===== src/pwm_period_pkg.sv =====
/*
 * constants for one pulse-width channel's period counter.
 * assumes a single 250 MHz system clock and a synchronous active-high reset.
 */
// What this block does
// - center-aligned enable raises a spurious event flag
// - first period counts from zero to period
// - later periods restart at one
// - zero written to update register is ignored
package pwm_period_pkg;
   // ************************************************************
   // widths and values
   // ************************************************************
   localparam int unsigned CNT_W          = 16;
   localparam logic [15:0] CNT_FIRST_START = 16'h0000;
   localparam logic [15:0] CNT_RESTART     = 16'h0001;
   localparam logic [15:0] PERIOD_RESET    = 16'hFFFF;
   localparam logic [15:0] CNT_RESET       = 16'h0000;

   // counter states
   typedef enum logic [1:0] {
      ST_IDLE,
      ST_FIRST,
      ST_LATER
   } cnt_state_t;
endpackage


===== src/pwm_channel_period_counter.sv =====
/*
 * period counter of one pulse-width channel, with the start-value,
 * enable-event and zero-update behaviour of the silicon.
 * assumes all inputs synchronous to clk_sys; status read is a one-cycle pulse.
 */
`timescale 1ns/100ps
`default_nettype none
module pwm_channel_period_counter
   import pwm_period_pkg::*;
(
   // clock and reset
   input  wire logic             clk_sys,
   input  wire logic             rst,
   // channel control
   input  wire logic             chan_enable,
   input  wire logic             center_align_select,
   input  wire logic             period_init_we,
   input  wire logic [CNT_W-1:0] period_init,
   input  wire logic             period_update_we,
   input  wire logic [CNT_W-1:0] period_update_reg,
   input  wire logic             status_read,
   input  wire logic             irq_enable,
   // channel status
   output logic [CNT_W-1:0]      count_q,
   output logic                  period_end_q,
   output logic                  event_flag_q,
   output logic                  irq_q,
   output logic [CNT_W-1:0]      period_q
);
   // ************************************************************
   // state
   // ************************************************************
   cnt_state_t       state_q, state_d;    // counter phase
   logic [CNT_W-1:0] count_d;             // next count
   logic [CNT_W-1:0] period_d;            // next period
   logic             period_end_d;        // next end pulse
   logic             event_flag_d;        // next sticky event
   logic             irq_d;               // next interrupt level
   logic             en_prev_q;           // enable seen last cycle
   logic             en_rise;             // channel just enabled
   logic             at_end;              // running counter sits on the period value

   // ************************************************************
   // enable edge and period match
   // ************************************************************
   // the edge detector resets to the idle level of chan_enable, so an enable
   // held low through reset gives no false event once reset is released.
   // an enable that is already high while reset falls is seen as a fresh rise;
   // that is intended, because the channel does start a first period there.
   assign en_rise = chan_enable & ~en_prev_q;

   // match is taken against the active period, never against a pending update;
   // an update that lands in the matching cycle only counts from the next one
   assign at_end  = (state_q != ST_IDLE) && chan_enable && (count_q == period_q);

   // ************************************************************
   // next-value logic
   // ************************************************************
   // notes for the next reader:
   // - the first period runs 0..period, every later one 1..period, so the first
   //   period is one clock longer; software that times the first period must
   //   allow for that extra cycle.
   // - a period of zero can only be set by the direct load; the update path
   //   drops it silently and gives no indication that it did so.
   // - the event flag is sticky: a status read clears it, but an event in the
   //   same cycle as the read wins, so no period end can be lost.
   // - the interrupt level is built from the next flag value, so it rises in
   //   the same cycle as the flag rather than one cycle behind it.

   // next-value logic for counter, period and flags
   always_comb begin
      state_d      = state_q;
      count_d      = count_q;
      period_d     = period_q;
      period_end_d = 1'b0;
      event_flag_d = event_flag_q;
      // direct write; a zero through the update path never lands
      if (period_init_we) begin
         period_d = period_init;
      end else if (period_update_we && period_update_reg != '0) begin
         period_d = period_update_reg;
      end
      case (state_q)
         ST_IDLE: begin
            count_d = CNT_FIRST_START;
            if (chan_enable) begin
               state_d = ST_FIRST;
            end
         end
         ST_FIRST, ST_LATER: begin
            if (!chan_enable) begin
               state_d = ST_IDLE;
               count_d = CNT_FIRST_START;
            end else if (count_q == period_q) begin
               // wrap to one, not zero: later periods are a cycle shorter
               count_d      = CNT_RESTART;
               period_end_d = 1'b1;
               state_d      = ST_LATER;
            end else begin
               count_d = count_q + 16'h0001;
            end
         end
         default: begin
            state_d = ST_IDLE;
            count_d = CNT_RESET;
         end
      endcase
      // read clears; a new event in the same cycle wins
      if (status_read) begin
         event_flag_d = 1'b0;
      end
      if (period_end_d || (en_rise && center_align_select)) begin
         event_flag_d = 1'b1;
      end
      irq_d = event_flag_d & irq_enable;
   end

   // ************************************************************
   // registers
   // ************************************************************
   // only registration happens here; every output of the block leaves from one
   // of these flip-flops, so no decode glitch reaches the pins.
   always_ff @(posedge clk_sys) begin
      if (rst) begin
         state_q      <= ST_IDLE;
         count_q      <= CNT_RESET;
         period_q     <= PERIOD_RESET;
         period_end_q <= 1'b0;
         event_flag_q <= 1'b0;
         irq_q        <= 1'b0;
         en_prev_q    <= 1'b0;
      end else begin
         state_q      <= state_d;
         count_q      <= count_d;
         period_q     <= period_d;
         period_end_q <= period_end_d;
         event_flag_q <= event_flag_d;
         irq_q        <= irq_d;
         en_prev_q    <= chan_enable;
      end
   end

   // ************************************************************
   // checks
   // ************************************************************
   zero_update_a: assert property (@(posedge clk_sys) disable iff (rst)
      (period_update_we && period_update_reg == '0 && !period_init_we) |=> period_q == $past(period_q))
      else $error("zero period update was applied");
   enable_event_a: assert property (@(posedge clk_sys) disable iff (rst)
      (en_rise && center_align_select) |=> event_flag_q)
      else $error("center-aligned enable did not raise event");
   first_start_a: assert property (@(posedge clk_sys) disable iff (rst)
      (state_q == ST_IDLE && chan_enable) |=> count_q == CNT_FIRST_START)
      else $error("first period did not start at zero");
   wrap_one_a: assert property (@(posedge clk_sys) disable iff (rst)
      (state_q != ST_IDLE && chan_enable && count_q == period_q) |=> count_q == CNT_RESTART && period_end_q)
      else $error("counter did not wrap to one");
   count_step_a: assert property (@(posedge clk_sys) disable iff (rst)
      (state_q != ST_IDLE && chan_enable && count_q != period_q) |=> count_q == $past(count_q) + 16'h0001)
      else $error("counter did not step by one");
   end_flag_a: assert property (@(posedge clk_sys) disable iff (rst)
      period_end_q |-> event_flag_q)
      else $error("period end lost in status");

   // ************************************************************
   // further checks on loads, flags and disable
   // ************************************************************
   // a nonzero update without a direct load must land on the next cycle
   update_lands_a: assert property (@(posedge clk_sys) disable iff (rst)
      (period_update_we && period_update_reg != '0 && !period_init_we)
      |=> period_q == $past(period_update_reg))
      else $error("nonzero period update was not applied");

   // the direct load wins over an update in the same cycle
   init_wins_a: assert property (@(posedge clk_sys) disable iff (rst)
      period_init_we |=> period_q == $past(period_init))
      else $error("direct period load was not applied");

   // an end of period is always followed by the wrap pulse
   end_pulse_a: assert property (@(posedge clk_sys) disable iff (rst)
      at_end |=> period_end_q)
      else $error("period end pulse missing");

   // the interrupt only ever stands while the event flag does
   irq_gate_a: assert property (@(posedge clk_sys) disable iff (rst)
      irq_q |-> event_flag_q)
      else $error("interrupt raised without event");

   // a read with no competing event clears the flag
   read_clear_a: assert property (@(posedge clk_sys) disable iff (rst)
      (status_read && !at_end && !(en_rise && center_align_select))
      |=> !event_flag_q)
      else $error("status read did not clear event");

   // a dropped enable sends the counter back to the first-period start
   disable_idle_a: assert property (@(posedge clk_sys) disable iff (rst)
      !chan_enable |=> (count_q == CNT_FIRST_START) && (state_q == ST_IDLE))
      else $error("disabled channel did not return to idle");
endmodule
`default_nettype wire


===== config.mk =====
export PLATFORM = sky130hd
export DESIGN_NAME = pwm_channel_period_counter
export DESIGN_NICKNAME = d
export VERILOG_FILES = /design/src/pwm_period_pkg.sv /design/src/pwm_channel_period_counter.sv
export SDC_FILE = /design/constraint.sdc
export NUM_CORES = 1
export LEC_CHECK = 0
export ABC_AREA = 1
export BUFFER_PORTS_ARGS = -buffer_cell sky130_fd_sc_hd__buf_2
export CORE_AREA = 2 2 69 71
export CTS_CLUSTER_SIZE = 16
export DETAILED_ROUTE_END_ITERATION = 8
export DIE_AREA = 0 0 71 73
export PLACE_DENSITY_LB_ADDON = 0.2
export SYNTH_ARGS = -nofsm -noshare
export SYNTH_HDL_FRONTEND = slang
export SYNTH_SLANG_ARGS = --single-unit

===== constraint.sdc =====
create_clock -name clk_sys -period 4.2 [get_ports clk_sys]
set_input_delay 0.63 -clock clk_sys [delete_from_list [all_inputs] [get_ports clk_sys]]
set_output_delay 0.63 -clock clk_sys [all_outputs]
set_load 0.05 [all_outputs]

==> results.yml, run 1 <==
yosys:
  synthFlopType: "dfxtp_1"
  synth-compound-area-share_pct: 15.4
  async_reset_ff_share_pct: 0
  synth_top_family_by_area: "simple AND/OR/NAND/NOR gates"
  synthAdderAreaFrac_pct: 1.16
  synthSimpleGateAreaFrac_pct: 35.7
  ys_seq_elements: 38
  yosysUniqueCellTypes: 32
  synth_mux_area_share_pct: 0
  syn-cell-area_mm2: 0.00215
  seq_area_frac_synth_pct: 35.3
  yosysWarningCount: 0
  synth_edf_count: 0
  synthesis.nets: 344
  syn_area_per_cell_um2: 7.13
  synth_cells: 302
  synthXorXnorAreaFrac_pct: 1.63
floorplan:
  die_h_um: 73
  rows: 25
  start_util_pct: 47.5
  ios: 75
  die_width_um: 71
  die_area_mm2: 0.00518
  core_region_area_mm2: 0.00454
clock_tree:
  root_buffer: "clkbuf_8"
  cts_hold_buf: 0
  cts_max_level: 2
  clkSinkCount: 38
  insertion_delay_ns: 0.29
  cts_setup_buffers: 0
  numCtsBuffers: 5
  ctsResizeCount: 0
  cts_tree: "built"
  clkTransAtPathRegs_ns: 0.07
  clockBufferDepth: 2
final_layout:
  syn_to_final_growth_pct: 21.6
  final_area_mm2: 0.00262
  stdcell_count: 428
  final-seq-area_um2: 761
  nFillCells: 435
  drive_gt1_share_pct: 32.4
  fin_nets: 415
  multi_input_area_mm2: 0.00116
  diodes: 0
status:
  status: "finished clean"
detailed_routing:
  viasPerCell: 5.00
  remaining_drc_errors: 0
  dr.max_layer_used: "met4"
  ant_nets: 0
  drt-wirelength-per-cell_um: 11.6
  met1_length_um: 2500
  wl_met2_um: 2130
  dr.pass1.iters: 4
  postRouteWirelength_um: 4970
  wl_met3_um: 284
  num_vias: 2138
  drt_iter0_markers: 84
place:
  placed_cell_area_mm2: 0.00253
  dp.cells: 420
  dp_hpwl_um: 4000
  port_buffers: 74
  routabilityCongestion: 0.852
sta:
  layout_min_cycle_time_ns: 1.80
  finalClockSkew_ns: 0.00533
  fmax_mhz: 556
  hold_viol: 0
  timing.setup.tns_ns: 0
  slew-limit-headroom_pct: 71.9
  report.final.setup_viol: 0
  final.period_utilization_pct: 42.8
  tightest_slew_ns: 0.419
  rsz0062_at_grt: "false"
  finalMaxSlewViolations: 0
  whs_ns: 0.465
setup_path:
  required_ns: 4.36
  max_stage_delay_ns: 0.48
  path_delay_family: "buffers and inverters"
  crit_chain: "buf_2 -> clkinv_1 -> nand2_2 -> o211ai_1"
  crit_buf_inv: 2
  crit_path_max_fanout: 17
  crit_arrival_ns: 1.96
  crit_path_end_kind: "register"
  start_kind: "primary input"
  path_class: "in2reg"
  crit_slowest_cell: "nand2_2"
power:
  ir_worst_vdd_uv: 130
  p_leak_nw: 1.22
  power_density_mw_per_mm2: 306
worst_hold_path:
  hp-class: "reg2reg"
job:
  cap_violations: 0
global_route:
  grt_util_all_layers_pct: 20.5
  antenna_found_initial: 0
  grt-ovfl-total: 0
  grt_pass1_vias: 1924
  grt_max_degree: 20
  grt_pass1_wl_um: 8670
[cells in the mapped netlist, types with 2 or more instances]
| cell | number | area [µm²] |
|---|---|---|
| nand2_1 | 81 | 304 |
| inv_1 | 42 | 158 |
| dfxtp_1 | 38 | 761 |
| a21oi_1 | 21 | 105 |
| nor2_1 | 21 | 78.8 |
| nand4_1 | 18 | 113 |
| nor2_2 | 10 | 62.6 |
| o211ai_2 | 10 | 125 |
| nand3_1 | 7 | 35.0 |
| o211ai_1 | 6 | 45.0 |
| clkbuf_1 | 5 | 18.8 |
| nor3_1 | 4 | 20.0 |
| nor3_2 | 4 | 40.0 |
| xor2_1 | 4 | 35.0 |
| a21oi_2 | 3 | 26.3 |
| o21ai_0 | 3 | 15.0 |
| or2_2 | 3 | 18.8 |
| buf_2 | 2 | 10.0 |
| ha_1 | 2 | 25.0 |
| inv_2 | 2 | 7.51 |
| nand2_2 | 2 | 12.5 |
| nand3_2 | 2 | 20.0 |
| nor2_4 | 2 | 22.5 |
| nor4_1 | 2 | 12.5 |
[cells by family (layout without fill, tap and decap cells)]
family,Yosys count,after routing
AND/OR/NAND/NOR,158,158
buffers and inverters,55,127
AO/OA/AOI/OAI,45,45
flip-flops,38,38
XOR/XNOR,4,4
adder cells (fa/ha/maj),2,2
[power by group]
part           internal (mW)  leakage (nW)  switching (mW)
clock                  0.132        0.0482           0.125
sequential             0.376         0.312          0.0113
combinational         0.0484         0.857           0.108
total                  0.557          1.22           0.245
[sequential cells by signal, indices dropped and copies added (netlist names)]
name          count
state_q           2
irq_q             1
event_flag_q      1
period_end_q      1
en_prev_q         1
period_q         16
count_q          16
[tightest hold or removal path, cell delays in order (launching register included)]
cell,delay [ns]
dfxtp_1,0.31
nand3_1,0.07
nand2_1,0.04
[through the flow]
step / power, mW / worst slack [ns] / util, %
after floorplan: 0.509 / 2.44 / -
after global placement: 0.550 / 2.19 / 55.7
after detailed placement: 0.552 / 2.10 / 55.7
after CTS: 0.808 / 2.41 / 57.7
after global routing: 0.837 / 2.25 / 57.7
final: 0.802 / 2.40 / 57.7
[placed cells by master, fill, tap and decap left out, drive strengths merged]
master  Yosys  routed
nand2      84      84
buf         5      74
inv        44      44
dfxtp      38      38
nor2       33      33
a21oi      24      24
nand4      18      18
o211ai     16      16
nand3      10      10
nor3        8       8
clkbuf      5       7
xor2        4       4
or2         3       3
o21ai       3       3
nor4        2       2
ha          2       2
clkinv      1       2
o31ai       1       1
o21a        1       1
[cell type report]
class,instances,area share [%]
Clock inverter,1,0.191
Tap cell,54,2.58
Sequential cell,38,29.0
Timing Repair Buffer,74,14.1
Clock buffer,7,3.30
Inverter,45,6.45
Multi-Input combinational cell,209,44.3
[routing by layer]
layer	GRT usage, %	vias up
met5	0	-
met4	5.66	0
met3	4.42	5
met2	32.0	61
met1	28.8	945
li1	-	1127
[worst paths after layout]
kind	start	endpoint	slack, ns	depth (start not counted)
max	period_init_we	period_q[3]	2.40	4
min	state_q[1]	state_q[1]	0.47	2
max reg2reg	count_q[0]	count_q[14]	2.63	7
min reg2reg	state_q[1]	state_q[1]	0.47	2
No activity file was read; power rests on OpenSTA's default activity.
==> run 2: changes to the inputs <==
==> constraint.sdc (replaced) <==
create_clock -name clk_sys -period 1.8 [get_ports clk_sys]
set_input_delay 0.27 -clock clk_sys [delete_from_list [all_inputs] [get_ports clk_sys]]
set_output_delay 0.27 -clock clk_sys [all_outputs]
set_load 0.05 [all_outputs]
==> run 2 against run 1 <==
  * Via count shrank 2.1%
  * Design area grew 1.1%
  * Final cell count grew 0.47%
  * Combinational power grew 130%
  * Global-route usage shrank 0.40 points
  * Worst setup slack lost 2.2 ns
  * Sequential cell count is the same
  * Die area is the same
  * Register-to-register slack lost 2.4 ns
==> results.yml, run 2 (synthesized netlist as in run 1, its figures left out) <==
sta:
  tightest_slew_ns: 0.378
  rsz0062_at_grt: "false"
  report.final.setup_viol: 0
  hold_viol: 0
  timing.setup.tns_ns: 0
  finalClockSkew_ns: 0.00673
  final.period_utilization_pct: 86.3
  finalMaxSlewViolations: 0
  fmax_mhz: 644
  slew-limit-headroom_pct: 74.7
  layout_min_cycle_time_ns: 1.55
detailed_routing:
  num_vias: 2093
  postRouteWirelength_um: 4990
  drt_iter0_markers: 114
  remaining_drc_errors: 0
  drt-wirelength-per-cell_um: 11.6
  ant_nets: 0
  dr.pass1.iters: 4
  viasPerCell: 4.87
place:
  placed_cell_area_mm2: 0.00254
  dp_hpwl_um: 4120
  routabilityCongestion: 0.943
  port_buffers: 74
worst_hold_path:
  holdCritStartpoint: "irq_enable"
  hp-class: "in2reg"
setup_path:
  endpoint: "count_q[14]"
  crit_path_max_fanout: 5
  r2r_end: "count_q[14]"
  crit_path_end_kind: "register"
  r2r_start: "count_q[1]"
  r2r_slack_ns: 0.25
  start_kind: "register"
  required_ns: 2.02
  crit_arrival_ns: 1.78
  reg2reg_depth: 7
  critPathLaunch: "count_q[1]"
  path_class: "reg2reg"
clock_tree:
  clockBufferDepth: 2
  clkSinkCount: 38
  root_buffer: "clkbuf_8"
  cts_tree: "built"
  insertion_delay_ns: 0.29
  cts_max_level: 2
  numCtsBuffers: 5
  cts_hold_buf: 0
  ctsResizeCount: 0
  cts_setup_buffers: 0
  clkTransAtPathRegs_ns: 0.07
floorplan:
  rows: 25
  ios: 75
  core_region_area_mm2: 0.00454
  die_h_um: 73
  start_util_pct: 47.5
  die_width_um: 71
  die_area_mm2: 0.00518
final_layout:
  final_cell_mix: "81 x nand2_1, 74 x buf_2, 42 x inv_1"
  final_area_mm2: 0.00265
  diodes: 0
  mostFrequentLayoutCell: "nand2_1"
  syn_to_final_growth_pct: 23.0
  fin_nets: 417
  nFillCells: 429
  drive_gt1_share_pct: 32.4
  reg.largest.list: "count_q: 16 flops, period_q: 16 flops, state_q: 2 flops"
power:
  power_density_mw_per_mm2: 742
  ir_worst_vdd_uv: 320
  p_leak_nw: 1.23
global_route:
  grt-ovfl-total: 0
  grt_util_all_layers_pct: 20.1
  grt_max_degree: 20
  grt_pass1_wl_um: 8340
  antenna_found_initial: 0
  grt_pass1_vias: 1855
status:
  status: "finished clean"
job:
  cap_violations: 0
-- run 2: changes by cell type in the layout (fill, tap and decap cells not counted) --
| cell | before | now |
|---|---|---|
| bufinv_16 | 0 | 1 |
| clkbuf_8 | 6 | 5 |
| buf_4 | 0 | 2 |
| clkinv_2 | 1 | 0 |
| clkbuf_1 | 1 | 2 |
-- run 2: area by class of cell --
class | count | area [µm²] | share of cell area, %
clock buffer | 7 | 76.3 | 2.88
clock inverter | 1 | 30.0 | 1.13
inverter | 45 | 169 | 6.38
multi-input combinational | 209 | 1160 | 43.8
sequential | 38 | 761 | 28.7
tap | 54 | 67.6 | 2.55
timing repair buffer | 76 | 385 | 14.5
-- run 2: how the worst min path moves through the flow --
stage                  to  slack (ns)  depth (start not counted)
3_3_place_gp   state_q[1]        0.45                          2
6_report            irq_q        0.19                          2
4_1_cts             irq_q        0.18                          2
3_5_place_dp   state_q[1]        0.46                          2
2_1_floorplan       irq_q        0.39                          1
5_1_grt             irq_q        0.20                          2
-- run 2: routing by layer --
| layer | track usage, % | part of all wire, % |
|---|---|---|
| met5 | 0 | 0 |
| met4 | 6.08 | 1.4 |
| met3 | 4.97 | 6.4 |
| met2 | 31.0 | 43 |
| met1 | 27.9 | 50 |
-- run 2: stage by stage --
stage | power, mW | utilization (%) | worst slack, ns | std cells | hold slack, ns
floorplan | 1.19 | - | 0.0399 | 302 | 0.388
global placement | 1.29 | 56.1 | 0.302 | 422 | 0.453
detailed placement | 1.29 | 56.1 | 0.272 | 422 | 0.464
CTS | 1.98 | 58.4 | 0.241 | 430 | 0.183
global route | 2.05 | 58.4 | 0.0247 | 430 | 0.196
finish | 1.96 | 58.4 | 0.247 | 430 | 0.186
-- run 2: report_power, final --
group | internal, mW | total (mW) | switching, mW | leakage, nW
logic | 0.114 | 0.365 | 0.251 | 0.866
clock network | 0.414 | 0.694 | 0.280 | 0.0524
registers | 0.877 | 0.905 | 0.0275 | 0.312
total | 1.41 | 1.96 | 0.558 | 1.23
-- run 2: critical path, cell delays in order (launching register included) --
cell and delay [ns]:
dfxtp_1 0.43, ha_1 0.21, nand2_1 0.09, nor2_2 0.17, nand2_1 0.12, nor3_2 0.20
nand3_1 0.13, a21oi_2 0.15
==> run 3: changes to the inputs <==
--- a/config.mk
+++ b/config.mk
@@ -7,10 +7,10 @@
 export LEC_CHECK = 0
 export ABC_AREA = 1
 export BUFFER_PORTS_ARGS = -buffer_cell sky130_fd_sc_hd__buf_2
-export CORE_AREA = 2 2 69 71
+export CORE_AREA = 2 2 79 62
 export CTS_CLUSTER_SIZE = 16
 export DETAILED_ROUTE_END_ITERATION = 8
-export DIE_AREA = 0 0 71 73
+export DIE_AREA = 0 0 81 64
 export PLACE_DENSITY_LB_ADDON = 0.2
 export SYNTH_ARGS = -nofsm -noshare
 export SYNTH_HDL_FRONTEND = slang
==> run 3 against run 2 <==
  * Sequential share of layout area up 0.22 points
  * Hold slack gained 0.0041 ns
  * Routed wire length rose by 5.2%
  * Global-route usage increased by 1.9 points
  * Final cell count grew 0.23%
  * Critical endpoint is now count_q[10]
  * Clock power fell by 18%
  * Non-clock buffer count unchanged
  * Clock skew is 0.0017 ns lower
==> results.yml, run 3 (synthesized netlist as in run 1, its figures left out) <==
sta:
  timing.setup.tns_ns: 0
  slew-limit-headroom_pct: 72.2
  finalClockSkew_ns: 0.00508
  rsz0062_at_grt: "false"
  final.period_utilization_pct: 86.6
  hold_viol: 0
  fmax_mhz: 642
  tightest_slew_ns: 0.413
  finalMaxSlewViolations: 0
  report.final.setup_viol: 0
  layout_min_cycle_time_ns: 1.56
power:
  power_density_mw_per_mm2: 700
  total_power_mw: 1.84
  power_frac_clock_pct: 30.8
  p_leak_nw: 1.22
  pwr-share-comb_pct: 20.1
  power_frac_seq_pct: 49.1
  p_int_mw: 1.29
  ir_worst_vdd_uv: 362
  power_switching_mw: 0.552
  swShare_pct: 30.0
final_layout:
  stdcell_count: 431
  diodes: 0
  reg.largest.list: "count_q: 16 flops, period_q: 16 flops, state_q: 2 flops"
  mostFrequentLayoutCell: "nand2_1"
  final_cell_mix: "81 x nand2_1, 74 x buf_2, 42 x inv_1"
  nFillCells: 438
  utilization_pct: 60.3
  syn_to_final_growth_pct: 22.1
  fin_nets: 417
  drive_gt1_share_pct: 32.6
place:
  dp_hpwl_um: 4210
  dp.cells: 425
  port_buffers: 74
  routabilityCongestion: 0.809
detailed_routing:
  num_vias: 2125
  remaining_drc_errors: 0
  viasPerCell: 4.93
  drt-wirelength-per-cell_um: 12.2
  postRouteWirelength_um: 5250
  dr.pass1.iters: 7
  drt_iter0_markers: 160
  ant_nets: 0
setup_path:
  crit_path_max_fanout: 5
  start_kind: "register"
  r2r_start: "count_q[1]"
  crit_path_end_kind: "register"
  crit_arrival_ns: 1.73
  critPathLaunch: "count_q[1]"
  path_class: "reg2reg"
  required_ns: 1.97
worst_hold_path:
  holdCritStartpoint: "irq_enable"
  hp-class: "in2reg"
floorplan:
  ios: 75
  die_width_um: 81
  start_util_pct: 49.4
  die_h_um: 64
  rows: 21
  die_area_mm2: 0.00518
  core_region_area_mm2: 0.00436
clock_tree:
  clkTransAtPathRegs_ns: 0.07
  cts_hold_buf: 0
  clkSinkCount: 38
  clockBufferDepth: 2
  insertion_delay_ns: 0.29
  root_buffer: "clkbuf_8"
  numCtsBuffers: 5
  cts_max_level: 2
  cts_setup_buffers: 0
  ctsResizeCount: 0
  cts_tree: "built"
global_route:
  grt-ovfl-total: 0
  grt_util_all_layers_pct: 22.0
  grt_max_degree: 20
  grt_pass1_vias: 1850
  antenna_found_initial: 0
  grt_pass1_wl_um: 8780
status:
  status: "finished clean"
job:
  cap_violations: 0
==> run 3: cell types whose count changed in the layout (fill, tap and decap cells not counted), sizes merged <==
cell    change
bufinv      -1
clkbuf      -1
==> run 3: power groups by stage <==
stage | clock, mW | combinational, mW | sequential (mW)
floorplan | 0 | 0.160 | 1.03
global route | 0.628 | 0.404 | 0.908
finish | 0.566 | 0.369 | 0.904
global placement | 0 | 0.367 | 0.922
CTS | 0.581 | 0.370 | 0.904
detailed placement | 0 | 0.368 | 0.923
==> run 3: path summary, 6_finish.rpt <==
check,end,slack [ns],cells past startpoint
setup reg to reg,count_q[10],0.24,7
setup / recovery,count_q[10],0.24,7
hold / removal,irq_q,0.19,2
hold reg to reg,state_q[1],0.47,2
==> run 3: final cells by class <==
| class | count | area [µm²] | share of cell area [%] |
|---|---|---|---|
| Clock buffer | 6 | 82.6 | 3.14 |
| Inverter | 45 | 169 | 6.43 |
| Multi-Input combinational cell | 209 | 1160 | 44.1 |
| Sequential cell | 38 | 761 | 28.9 |
| Tap cell | 57 | 71.3 | 2.71 |
| Timing Repair Buffer | 76 | 385 | 14.7 |
==> run 3: critical path, cell delays in order (launching register included) <==
cell and delay (ns):
dfxtp_1 0.45, ha_1 0.21, nand2_1 0.09, nor2_2 0.17, nand2_1 0.12, nor3_2 0.20
or2_2 0.15, a21oi_1 0.05
==> run 3: per-stage QoR <==
stage / cell area (µm²) / worst slack, ns / hold WS (ns)
2_1_floorplan: 2150 / 0.0399 / 0.388
3_3_place_gp: 2550 / 0.312 / 0.459
3_5_place_dp: 2550 / 0.275 / 0.468
4_1_cts: 2630 / 0.263 / 0.183
5_1_grt: 2630 / 0.0753 / 0.201
6_report: 2630 / 0.242 / 0.190
==> run 3: per-layer routing <==
metal / global-route usage [%] / part of all wire [%] / vias up
met2: 29.9 / 39 / 76
met3: 3.95 / 6.3 / 8
met4: 7.84 / 1.4 / 0
li1: - / - / 1131
met5: 0 / 0 / -
met1: 34.3 / 53 / 910
